`src/hw/kwdt_pkg.sv`:
```
// Constants, field layouts and carrier types of the keyed watchdog timer.
// Assumes a single 20 MHz clock and a plain register port with 8-bit byte addresses.
package kwdt_pkg;

    // ==========================================================
    // Register offsets
    localparam logic [7:0] OFF_OVERFLOW_MODE   = 8'h00;
    localparam logic [7:0] OFF_CLOCK_MODE      = 8'h04;
    localparam logic [7:0] OFF_RESTART_CONTROL = 8'h08;
    localparam logic [7:0] OFF_EXPIRY_STATUS   = 8'h0c;
    localparam logic [7:0] OFF_IRQ_STATUS      = 8'h10;
    localparam logic [7:0] OFF_IRQ_MASK        = 8'h14;

    // ==========================================================
    // Field positions
    localparam int MODE_FIELD_MSB     = 3;
    localparam int MODE_KEY_LSB       = 4;
    localparam int MODE_KEY_MSB       = 15;
    localparam int CLOCKCFG_FIELD_MSB = 5;
    localparam int CLOCKCFG_KEY_LSB   = 7;
    localparam int CLOCKCFG_KEY_MSB   = 15;
    localparam int RESTART_KEY_MSB    = 15;
    localparam int EXPIRY_FLAG_BIT    = 0;
    localparam int EVT_EXPIRY         = 0;
    localparam int EVT_KEY_FAULT      = 1;
    localparam int EVT_W              = 2;

    // ==========================================================
    // Access keys and reset values
    localparam logic [11:0] MODE_WRITE_KEY     = 12'h234;
    localparam logic [8:0]  CLOCKCFG_WRITE_KEY = 9'h06e;
    localparam logic [15:0] RESTART_KEY        = 16'hc071;
    localparam logic [3:0]  OVERFLOW_MODE_RST  = 4'h0;
    localparam logic [5:0]  CLOCK_MODE_RST     = 6'h00;
    localparam logic [11:0] PRELOAD_LOW_ONES   = 12'hfff;

    // ==========================================================
    // Timing counts in master clock cycles
    localparam logic [12:0] DIV_SEL0         = 13'h0020;
    localparam logic [12:0] DIV_SEL1         = 13'h0080;
    localparam logic [12:0] DIV_SEL2         = 13'h0400;
    localparam logic [12:0] DIV_SEL3         = 13'h1000;
    localparam logic [3:0]  PIN_PULSE_CYCLES = 4'h8;

    // ==========================================================
    // Carrier types
    typedef struct packed {
        logic [7:0]  addr;
        logic [31:0] wdata;
        logic        wr;
        logic        rd;
    } kwdt_bus_req_t;

    typedef struct packed {
        logic pin_pulse_on_expiry;
        logic interrupt_on_expiry;
        logic reset_on_expiry;
        logic dog_enable;
    } kwdt_mode_t;

    typedef struct packed {
        logic [3:0] preload_high_nibble;
        logic [1:0] tick_divider_select;
    } kwdt_clkcfg_t;

endpackage : kwdt_pkg

```
`src/hw/kwdt_prescaler.sv`:
```
// Divider that turns the master clock into the watchdog counting tick.
// Assumes sel is held steady by the register file; clear restarts the phase.
`timescale 1ns/1ns
module kwdt_prescaler (
    // Clock and reset
    input  wire logic       clk,
    input  wire logic       rst,
    // Control
    input  wire logic       clear,
    input  wire logic [1:0] sel,
    // Tick out
    output logic            tick
);
    logic [11:0] cnt_reg;
    logic [11:0] cnt_next;
    logic        tick_next;

    // Wrap mask of the selected division
    function automatic logic [11:0] div_mask(input logic [1:0] s);
        logic [12:0] d;
        d = kwdt_pkg::DIV_SEL0;
        case (s)
            2'h1: d = kwdt_pkg::DIV_SEL1;
            2'h2: d = kwdt_pkg::DIV_SEL2;
            2'h3: d = kwdt_pkg::DIV_SEL3;
            default: d = kwdt_pkg::DIV_SEL0;
        endcase
        div_mask = 12'(d - 13'h0001);
    endfunction : div_mask

    // ==========================================================
    // Free running phase counter, one tick per wrap
    always_comb begin
        cnt_next  = clear ? 12'h000 : 12'(cnt_reg + 12'h001);
        tick_next = !clear && ((cnt_reg & div_mask(sel)) == div_mask(sel)); // RULE2
    end

    always_ff @(posedge clk) begin
        if (rst) begin
            cnt_reg <= 12'h000;
            tick    <= 1'b0;
        end else begin
            cnt_reg <= cnt_next;
            tick    <= tick_next;
        end
    end
endmodule : kwdt_prescaler

```
`src/hw/kwdt_pin_pulse.sv`:
```
// Active-low pulse of a fixed width on the expiry pin.
// Assumes start is a one-cycle pulse; a new start restarts the width.
`timescale 1ns/1ns
module kwdt_pin_pulse (
    // Clock and reset
    input  wire logic clk,
    input  wire logic rst,
    // Trigger
    input  wire logic start,
    // Pin
    output logic      pin_n
);
    logic [3:0] cnt_reg;
    logic [3:0] cnt_next;

    // ==========================================================
    // Width counter, pin low while nonzero
    always_comb begin
        cnt_next = cnt_reg;
        if (start) begin
            cnt_next = kwdt_pkg::PIN_PULSE_CYCLES; // RULE7
        end else if (cnt_reg != 4'h0) begin
            cnt_next = 4'(cnt_reg - 4'h1);
        end
    end

    always_ff @(posedge clk) begin
        if (rst) begin
            cnt_reg <= 4'h0;
            pin_n   <= 1'b1;
        end else begin
            cnt_reg <= cnt_next;
            pin_n   <= (cnt_next == 4'h0);
        end
    end
endmodule : kwdt_pin_pulse

```
`src/hw/kwdt_top.sv`:
```
// Keyed watchdog timer: registers, down counter, expiry outputs and interrupt.
// Assumes one 20 MHz clock, synchronous reset, and a register master that
// issues one-cycle read or write strobes and never waits.
//
// What this block does
// RULE1: 16-bit counter decrements on each enabled tick
// RULE2: Tick divider select picks /32 /128 /1024 /4096
// RULE3: Restart loads low twelve ones, high preload nibble
// RULE4: Disabled gives no outputs; enabled gives selected ones
// RULE5: Expiry with reset enable requests system reset
// RULE6: Expiry with interrupt enable pulses interrupt once
// RULE7: Expiry with pin enable drives pin low 8
// RULE8: Mode write needs key 0x234, reads zero
// RULE9: Clock write needs key 0x06E, reads zero
// RULE10: Software writes key with data, same access
// RULE11: Software restarts periodically before expiry
// RULE12: Mode, clock, restart, status at 0,4,8,C
// RULE13: Restart key 0xC071 reloads, others ignored
// RULE14: Expiry flag sticky until restart or reset
// RULE15: Mode bits enable, reset, irq, pin, key
// RULE16: Clock select, preload, key; expiry at zero
`timescale 1ns/1ns
module kwdt_top (
    // Clock and reset
    input  wire logic                   clk,
    input  wire logic                   rst,
    // Register port
    input  wire kwdt_pkg::kwdt_bus_req_t bus_req,
    output logic [31:0]                 rd_data,
    // Expiry outputs
    output logic                        expiry_internal_reset,
    output logic                        expiry_irq_pulse,
    output logic                        expiry_pin_n,
    // Level interrupt
    output logic                        irq
);
    // ==========================================================
    // Declarations
    kwdt_pkg::kwdt_mode_t   mode_reg;
    kwdt_pkg::kwdt_mode_t   mode_next;
    kwdt_pkg::kwdt_clkcfg_t clkcfg_reg;
    kwdt_pkg::kwdt_clkcfg_t clkcfg_next;
    logic [15:0]            count_reg;
    logic [15:0]            count_next;
    logic                   expiry_flag_reg;
    logic                   expiry_flag_next;
    logic [1:0]             irq_status_reg;
    logic [1:0]             irq_status_next;
    logic [1:0]             irq_mask_reg;
    logic [1:0]             irq_mask_next;
    logic [31:0]            rd_data_next;
    logic                   rst_req_next;
    logic                   irq_pulse_next;
    logic                   pin_start_reg;
    logic                   pin_start_next;
    logic                   irq_next;
    logic                   tick;
    logic                   wr_mode;
    logic                   wr_clk;
    logic                   wr_restart;
    logic                   wr_irq_status;
    logic                   wr_irq_mask;
    logic                   mode_key_ok;
    logic                   clk_key_ok;
    logic                   restart;
    logic                   expire;
    logic [1:0]             events;

    // Counter value loaded on restart
    function automatic logic [15:0] preload(input logic [3:0] high);
        preload = {high, kwdt_pkg::PRELOAD_LOW_ONES};
    endfunction : preload

    // ==========================================================
    // Tick divider and pin pulse
    kwdt_prescaler u_prescaler (
        .clk   (clk),
        .rst   (rst),
        .clear (restart),
        .sel   (clkcfg_reg.tick_divider_select),
        .tick  (tick)
    );

    kwdt_pin_pulse u_pin_pulse (
        .clk   (clk),
        .rst   (rst),
        .start (pin_start_reg),
        .pin_n (expiry_pin_n)
    );

    // ==========================================================
    // Write decode and key checks
    always_comb begin
        wr_mode       = 1'b0;
        wr_clk        = 1'b0;
        wr_restart    = 1'b0;
        wr_irq_status = 1'b0;
        wr_irq_mask   = 1'b0;
        if (bus_req.wr && bus_req.addr == kwdt_pkg::OFF_OVERFLOW_MODE) begin // RULE12
            wr_mode = 1'b1;
        end else if (bus_req.wr && bus_req.addr == kwdt_pkg::OFF_CLOCK_MODE) begin
            wr_clk = 1'b1;
        end else if (bus_req.wr && bus_req.addr == kwdt_pkg::OFF_RESTART_CONTROL) begin
            wr_restart = 1'b1;
        end else if (bus_req.wr && bus_req.addr == kwdt_pkg::OFF_IRQ_STATUS) begin
            wr_irq_status = 1'b1;
        end else if (bus_req.wr && bus_req.addr == kwdt_pkg::OFF_IRQ_MASK) begin
            wr_irq_mask = 1'b1;
        end
        mode_key_ok = bus_req.wdata[kwdt_pkg::MODE_KEY_MSB:kwdt_pkg::MODE_KEY_LSB]
                      == kwdt_pkg::MODE_WRITE_KEY; // RULE8
        clk_key_ok  = bus_req.wdata[kwdt_pkg::CLOCKCFG_KEY_MSB:kwdt_pkg::CLOCKCFG_KEY_LSB]
                      == kwdt_pkg::CLOCKCFG_WRITE_KEY; // RULE9
        restart     = wr_restart
                      && bus_req.wdata[kwdt_pkg::RESTART_KEY_MSB:0] == kwdt_pkg::RESTART_KEY; // RULE13
    end

    // ==========================================================
    // Mode and clock configuration, updated only with the right key
    always_comb begin
        mode_next   = mode_reg;
        clkcfg_next = clkcfg_reg;
        if (wr_mode && mode_key_ok) begin
            mode_next = kwdt_pkg::kwdt_mode_t'(bus_req.wdata[kwdt_pkg::MODE_FIELD_MSB:0]); // RULE8 RULE15
        end
        if (wr_clk && clk_key_ok) begin
            clkcfg_next = kwdt_pkg::kwdt_clkcfg_t'(bus_req.wdata[kwdt_pkg::CLOCKCFG_FIELD_MSB:0]); // RULE9 RULE16
        end
    end

    always_ff @(posedge clk) begin
        if (rst) begin
            mode_reg   <= kwdt_pkg::kwdt_mode_t'(kwdt_pkg::OVERFLOW_MODE_RST);
            clkcfg_reg <= kwdt_pkg::kwdt_clkcfg_t'(kwdt_pkg::CLOCK_MODE_RST);
        end else begin
            mode_reg   <= mode_next;
            clkcfg_reg <= clkcfg_next;
        end
    end

    // ==========================================================
    // Down counter; a restart in the same cycle as the last tick wins
    always_comb begin
        expire     = tick && mode_reg.dog_enable && count_reg == 16'h0001 && !restart; // RULE16
        count_next = count_reg;
        if (restart) begin
            count_next = preload(clkcfg_reg.preload_high_nibble); // RULE3
        end else if (tick && mode_reg.dog_enable && count_reg != 16'h0000) begin
            count_next = 16'(count_reg - 16'h0001); // RULE1
        end
    end

    always_ff @(posedge clk) begin
        if (rst) begin
            count_reg <= preload(kwdt_pkg::CLOCK_MODE_RST[5:2]);
        end else begin
            count_reg <= count_next;
        end
    end

    // ==========================================================
    // Expiry flag, event status and mask
    always_comb begin
        expiry_flag_next = expiry_flag_reg;
        if (expire) begin
            expiry_flag_next = 1'b1; // RULE14
        end else if (restart) begin
            expiry_flag_next = 1'b0;
        end
        events                      = 2'h0;
        events[kwdt_pkg::EVT_EXPIRY] = expire;
        events[kwdt_pkg::EVT_KEY_FAULT] = (wr_mode && !mode_key_ok) || (wr_clk && !clk_key_ok);
        irq_status_next = irq_status_reg;
        if (wr_irq_status) begin
            irq_status_next = irq_status_reg & ~bus_req.wdata[kwdt_pkg::EVT_W-1:0];
        end
        irq_status_next = irq_status_next | events; // Set beats clear
        irq_mask_next   = wr_irq_mask ? bus_req.wdata[kwdt_pkg::EVT_W-1:0] : irq_mask_reg;
        irq_next        = |(irq_status_next & irq_mask_next);
    end

    always_ff @(posedge clk) begin
        if (rst) begin
            expiry_flag_reg <= 1'b0;
            irq_status_reg  <= 2'h0;
            irq_mask_reg    <= 2'h0;
            irq             <= 1'b0;
        end else begin
            expiry_flag_reg <= expiry_flag_next;
            irq_status_reg  <= irq_status_next;
            irq_mask_reg    <= irq_mask_next;
            irq             <= irq_next;
        end
    end

    // ==========================================================
    // Expiry outputs, each gated by its own enable
    always_comb begin
        rst_req_next   = expire && mode_reg.reset_on_expiry; // RULE4 RULE5
        irq_pulse_next = expire && mode_reg.interrupt_on_expiry; // RULE4 RULE6
        pin_start_next = expire && mode_reg.pin_pulse_on_expiry; // RULE4 RULE7
    end

    always_ff @(posedge clk) begin
        if (rst) begin
            expiry_internal_reset <= 1'b0;
            expiry_irq_pulse      <= 1'b0;
            pin_start_reg         <= 1'b0;
        end else begin
            expiry_internal_reset <= rst_req_next;
            expiry_irq_pulse      <= irq_pulse_next;
            pin_start_reg         <= pin_start_next;
        end
    end

    // ==========================================================
    // Read data, valid only in the cycle after the strobe; keys read zero
    always_comb begin
        rd_data_next = 32'h0000_0000;
        if (!bus_req.rd) begin
            rd_data_next = 32'h0000_0000;
        end else if (bus_req.addr == kwdt_pkg::OFF_OVERFLOW_MODE) begin
            rd_data_next = {28'h000_0000, mode_reg}; // RULE8 RULE12
        end else if (bus_req.addr == kwdt_pkg::OFF_CLOCK_MODE) begin
            rd_data_next = {26'h0, clkcfg_reg}; // RULE9
        end else if (bus_req.addr == kwdt_pkg::OFF_EXPIRY_STATUS) begin
            rd_data_next[kwdt_pkg::EXPIRY_FLAG_BIT] = expiry_flag_reg; // RULE14
        end else if (bus_req.addr == kwdt_pkg::OFF_IRQ_STATUS) begin
            rd_data_next = {30'h0, irq_status_reg};
        end else if (bus_req.addr == kwdt_pkg::OFF_IRQ_MASK) begin
            rd_data_next = {30'h0, irq_mask_reg};
        end
    end

    always_ff @(posedge clk) begin
        if (rst) begin
            rd_data <= 32'h0000_0000;
        end else begin
            rd_data <= rd_data_next;
        end
    end
endmodule : kwdt_top

```
`config.mk`:
```
export PLATFORM = sky130hd
export DESIGN_NAME = kwdt_top
export DESIGN_NICKNAME = d
export VERILOG_FILES = /design/src/hw/kwdt_pkg.sv /design/src/hw/kwdt_prescaler.sv /design/src/hw/kwdt_pin_pulse.sv /design/src/hw/kwdt_top.sv
export SDC_FILE = /design/constraint.sdc
export NUM_CORES = 1
export LEC_CHECK = 0
export BUFFER_PORTS_ARGS = -buffer_cell sky130_fd_sc_hd__buf_4
export CAP_MARGIN = 5
export CORE_MARGIN = 10
export CORE_UTILIZATION = 47
export DETAILED_ROUTE_END_ITERATION = 10
export GPL_TIMING_DRIVEN = 0
export PLACE_DENSITY = 0.75
export REMOVE_ABC_BUFFERS = 1
export SLEW_MARGIN = 20
export SYNTH_ARGS = -nofsm -noshare
export SYNTH_HDL_FRONTEND = slang
export SYNTH_SLANG_ARGS = --single-unit
```
`constraint.sdc`:
```
create_clock -name clk -period 2 [get_ports clk]
set_input_delay 0.4 -clock clk [delete_from_list [all_inputs] [get_ports clk]]
set_output_delay 0.4 -clock clk [all_outputs]
set_load 0.02 [all_outputs]
```
==> results.py, run 1 <==
metrics = {
    "synth": {
        "ys_top_cells_by_area": "dfxtp_1, buf_4, nor2_1",
        "ys_types": 52,
        "ys_warn_count": 0,
        "synth_edf_count": 0,
        "synth_seq_cells": 59,
        "syn_area_per_cell_um2": 8.89,
        "synthArstFlopShare_pct": 0,
        "synth_cells": 335,
        "yosysTopAreaCell": "dfxtp_1",
        "synth_top_area_share_pct": 39.7,
        "synth_ff_type": "dfxtp_1",
        "ys_seq_area_share_pct": 39.7,
        "synth_area_um2": 2980,
    },
    "place": {
        "pre_cts_slack_ps": -289,
        "place_hpwl_um": 4830,
        "place.gp.congestion": 0.882,
        "portBuffers": 37,
        "placed_area_um2": 3210,
    },
    "floorplanning": {
        "dieWidth_um": 99.6,
        "fp.coreArea_um2": 6030,
        "die_area_um2": 9920,
        "rows": 28,
        "initial_core_util_pct": 49.4,
        "ioPinCount": 80,
        "die_y_um": 99.6,
    },
    "layout": {
        "area_growth_pct": 16.2,
        "largest_reg_flops": 16,
        "layout_common_cells": "dfxtp_1, nor2_1, buf_4",
        "final_common_cell": "dfxtp_1",
        "fin_area_um2": 3460,
        "final_layout_size_suffix_gt1_share_pct": 20.7,
        "seqCellArea_um2": 1180,
        "nNetsFinal": 426,
        "filler_cell_count": 534,
        "multi_input_area_um2": 1650,
        "n_antenna_cell": 0,
    },
    "grt": {
        "gr-usage-all-layers_pct": 13.6,
        "grt_max_degree": 24,
        "grt_pass1_wl_um": 11200,
        "grt_overflow_total": 0,
        "grt_pass1_vias": 2467,
        "antenna_found_initial": 0,
    },
    "sta": {
        "period_needed_ps": 1970,
        "relSlewSlack_pct": 60.3,
        "setup_ws_ps": 34.9,
        "hold_viol_final": 0,
        "fin_crit_sh_pct": 98.3,
        "max_freq_mhz": 509,
        "fin_skew_ps": 8.36,
        "grt_setup_unrepaired": "true",
        "fin_hold_ws_ps": 305,
        "final_max_slew_viol_count": 0,
        "max_slew.worst_pin.slew_ps": 592,
        "tns_ps": 0,
        "setup_viol": 0,
    },
    "clocking": {
        "clk-insertion-delay-late_ps": 340,
        "clk_pin_slew_ps": 60,
        "clockRootBuffer": "clkbuf_8",
        "hold_buffers": 0,
        "cts_max_path_buffers": 2,
        "cts_sinks": 59,
        "cts_htree_levels": 3,
        "cts_buffers": 9,
        "cts_tree": "done",
    },
    "detailed_routing": {
        "drc": 0,
        "vias": 2411,
        "vias_per_cell": 5.29,
        "drt-pass1-iter-count": 4,
        "wirelength_um": 6520,
        "dr.first_iter.drc_count": 96,
        "ant_nets": 0,
        "wl_per_cell_um": 14.3,
    },
    "flow_run": {
        "drv_cap": 0,
    },
    "critical_path": {
        "crit_type": "reg2reg",
        "worst_ep_arrival_time_ps": 2180,
        "r2r-start": "count_reg[2]",
        "worstPathRequired_ps": 2220,
        "r2r_end": "count_reg[3]",
        "cp-endpoint": "count_reg[3]",
        "cp-end-kind": "flop",
        "r2r_cells": 5,
        "worst-path-max-fanout": 8,
        "crit_path_start_kind": "flop",
        "crit_start": "count_reg[2]",
        "r2r_slack_ps": 30,
    },
    "power_and_ir_drop": {
        "pwr_density_cell_nw_per_um2": 779,
        "irDropWorstVdd_uv": 582,
        "total_leakage_power_nw": 1.34,
    },
    "run_status": {
        "status": "finished clean",
    },
    "min_path": {
        "hold_class": "in2reg",
    },
}
-- critical path, stage by stage, from the launching register on --
cell and delay, ps:
dfxtp_2 330, or4_4 600, or3_4 450, o211ai_1 220, xor2_1 180, nand2_1 60
-- per-layer routing --
| metal | vias up | track usage, % | wire (um) |
|---|---|---|---|
| met1 | 1122 | 15.5 | 2940 |
| met2 | 75 | 20.9 | 2890 |
| li1 | 1205 | - | - |
| met4 | 0 | 5.62 | 86 |
| met5 | - | 0 | 0 |
| met3 | 9 | 7.20 | 600 |
-- per-stage QoR --
stage | cells | power, mW | utilization (%)
floorplan | 325 | 1.53 | -
global placement | 437 | 1.64 | 53.1
detailed placement | 438 | 1.66 | 53.3
CTS | 455 | 2.72 | 56.9
global route | 456 | 2.83 | 57.4
finish | 456 | 2.69 | 57.4
-- area by class of cell --
class                           instances  share of cell area [%]
Sequential cell                        59                    34.2
Tap cell                               75                    2.71
Timing Repair Buffer                   39                    8.46
Clock buffer                           11                    4.09
Multi-Input combinational cell        254                    47.6
Clock inverter                          5                    1.52
Inverter                               13                    1.41
-- repair_timing --
item	4_1_cts	5_1_grt
resized for setup	3	8
endpoints found under the setup margin	17	21
cloned	1	0
pin swaps	1	7
setup buffers	0	1
-- cells by family (layout without fill, tap and decap cells) --
family,after synthesis,count (layout),synth area share [%]
simple gates,145,146,25.6
flops,59,59,39.7
buf+inv,48,68,9.84
compound gates,40,40,10.6
xor+xnor,22,22,6.47
mux,14,14,5.13
fa+ha+maj,6,6,2.52
other cells,1,26,0.126
-- how the worst min path moves through the flow --
stage | from | end | slack, ps | cells after the start
after floorplan | u_prescaler.cnt_reg[0] | u_prescaler.cnt_reg[0] | 430 | 1
after global routing | bus_req[37] | rd_data[1] | 300 | 2
after detailed placement | u_prescaler.cnt_reg[0] | u_prescaler.cnt_reg[0] | 450 | 1
after global placement | u_prescaler.cnt_reg[0] | u_prescaler.cnt_reg[0] | 440 | 1
after CTS | bus_req[37] | rd_data[1] | 290 | 2
final | bus_req[37] | rd_data[1] | 310 | 2
-- report_power, final --
part           total [mW]  leakage (nW)  switching, mW  internal (mW)
sequential           1.25         0.476         0.0341           1.22
combinational       0.379         0.768          0.220          0.159
clock                1.06        0.0991          0.458          0.602
-- Yosys cell counts, types with 2 or more instances --
master	n
or3_1	4
o21ai_0	2
nand2b_1	4
nor2_1	42
o31ai_1	4
inv_1	13
mux2i_1	13
clkbuf_1	7
o211ai_1	7
nor3_1	13
nor4_1	7
nand4b_1	2
nand2_1	23
nand4_1	2
xor2_1	13
nor3_2	3
ha_1	6
buf_4	26
or2_2	5
nand3b_1	5
a21oi_1	7
dfxtp_1	59
and3_1	6
o22ai_1	3
a211oi_1	4
buf_6	2
nand3_1	11
nor2b_1	3
and2_1	4
xnor2_1	9
nor3b_1	3
or4_1	3
(Power assumes the default switching activity.)
==> run 2: changes to the inputs <==
CORE_ASPECT_RATIO = 0.9   (was not set)
==> results.py, run 2 (synthesis results as in run 1) <==
metrics = {
    "run_status": {
        "status": "finished clean",
    },
    "critical_path": {
        "path_cells": "or4_4, or3_4, o21ai_4, nor4_2, nand3b_1",
        "r2r_end": "count_reg[8]",
        "worstPathRequired_ps": 2220,
        "worst-path-stages": 5,
        "crit_start": "count_reg[8]",
        "crit_path_max_incr_delay_ps": 570,
        "worst_ep_arrival_time_ps": 2210,
        "crit_type": "reg2reg",
        "r2r_cells": 5,
        "cp-end-kind": "flop",
        "r2r_slack_ps": 20,
        "crit_path_start_kind": "flop",
        "worst-path-max-fanout": 5,
        "path_buf_inv": 0,
        "crit_path_top_delay_cell": "or4_4",
        "crit_family": "simple AND/OR/NAND/NOR gates",
        "r2r-start": "count_reg[8]",
    },
    "floorplanning": {
        "rows": 27,
        "die_area_um2": 9920,
        "fp.coreArea_um2": 6150,
        "dieWidth_um": 104,
        "die_y_um": 95.5,
        "ioPinCount": 80,
        "initial_core_util_pct": 48.4,
    },
    "layout": {
        "n_antenna_cell": 0,
        "final_common_cell": "dfxtp_1",
        "final_util_pct": 56.8,
        "nNetsFinal": 429,
        "filler_cell_count": 574,
        "final_layout_size_suffix_gt1_share_pct": 21.1,
        "seqCellArea_um2": 1190,
        "multi_input_area_um2": 1660,
        "layout_common_cells": "dfxtp_1, buf_4, nor2_1",
        "largest_reg_flops": 16,
        "area_growth_pct": 17.4,
    },
    "detailed_routing": {
        "wl_per_cell_um": 14.6,
        "drc": 0,
        "drt-pass1-iter-count": 4,
        "vias": 2432,
        "vias_per_cell": 5.16,
        "dr.first_iter.drc_count": 114,
        "ant_nets": 0,
        "wirelength_um": 6890,
    },
    "min_path": {
        "min_path_cells": 2,
        "hold_start": "bus_req[37]",
        "min_to": "rd_data[1]",
        "hold_class": "in2reg",
    },
    "power_and_ir_drop": {
        "total_leakage_power_nw": 1.35,
        "power.total_mw": 2.63,
        "irDropWorstVdd_uv": 398,
        "pwr_density_cell_nw_per_um2": 753,
    },
    "clocking": {
        "cts_tree": "done",
        "clk-insertion-delay-late_ps": 350,
        "clockRootBuffer": "clkbuf_8",
        "clk_pin_slew_ps": 60,
        "hold_buffers": 0,
        "cts_max_path_buffers": 2,
        "cts_sinks": 59,
        "cts_htree_levels": 3,
        "cts_buffers": 9,
    },
    "sta": {
        "relSlewSlack_pct": 65.4,
        "period_needed_ps": 1980,
        "fin_crit_sh_pct": 99.2,
        "max_freq_mhz": 504,
        "grt_setup_unrepaired": "true",
        "fin_hold_ws_ps": 292,
        "setup_viol": 0,
        "hold_viol_final": 0,
        "fin_skew_ps": 5.34,
        "max_slew.worst_pin.slew_ps": 514,
        "final_max_slew_viol_count": 0,
    },
    "grt": {
        "grt_pass1_vias": 2478,
        "grt_pass1_wl_um": 11300,
        "grt_overflow_total": 0,
        "grt_max_degree": 24,
        "gr-usage-all-layers_pct": 14.0,
        "antenna_found_initial": 0,
    },
    "place": {
        "place.gp.congestion": 0.810,
        "place_hpwl_um": 4890,
        "portBuffers": 37,
    },
    "flow_run": {
        "drv_cap": 0,
    },
}
==> run 2: final cells by class <==
| type | instances | area share [%] |
|---|---|---|
| repair buffers | 42 | 9.02 |
| clock inverters | 2 | 0.286 |
| multi-input cells | 254 | 47.6 |
| clock buffers | 14 | 4.65 |
| well taps | 87 | 3.11 |
| inverters | 13 | 1.40 |
| flip-flops and latches | 59 | 33.9 |
==> run 2: routing by layer <==
layer / part of all wire [%] / global-route usage (%) / routed length, um / vias to the layer above
li1: - / - / - / 1210
met1: 46 / 15.2 / 3160 / 1161
met2: 47 / 23.3 / 3210 / 56
met3: 6.7 / 7.35 / 464 / 5
met5: 0 / 0 / 0 / -
met4: 0.78 / 4.51 / 54 / 0
==> run 2: how the worst max path moves through the flow <==
stage and to:
6_report count_reg[8], 5_1_grt count_reg[8], 4_1_cts pin_start_reg, 3_5_place_dp pin_start_reg
3_3_place_gp pin_start_reg, 2_1_floorplan expiry_internal_reset
==> run 2: per-stage QoR <==
step | instances | setup WS (ps) | cell area (um^2) | setup TNS (ps)
floorplan | 325 | -334 | 2830 | -3690
global placement | 449 | -1270 | 3210 | -22430
detailed placement | 449 | -364 | 3230 | -8090
CTS | 466 | 1.83 | 3430 | 0
global route | 471 | -38.0 | 3490 | -194
finish | 471 | 16.1 | 3490 | 0
==> run 2: worst reg2reg max path, stage by stage (launching register included) <==
cell	delay, ps
dfxtp_4	360
or4_4	570
or3_4	470
o21ai_4	250
nor4_2	50
nand3b_1	160
==> run 2: report_power, final <==
group | switching [mW] | internal [mW]
combinational | 0.234 | 0.164
sequential | 0.0383 | 1.22
clock | 0.463 | 0.514
==> run 2: what timing repair did <==
action | in CTS | in global routing
gates cloned | 1 | 0
endpoints found under the hold margin | 0 | 0
pin swaps | 2 | 5
endpoints found under the setup margin | 18 | 21
buffers inserted | 0 | 5
resized for setup | 4 | 9
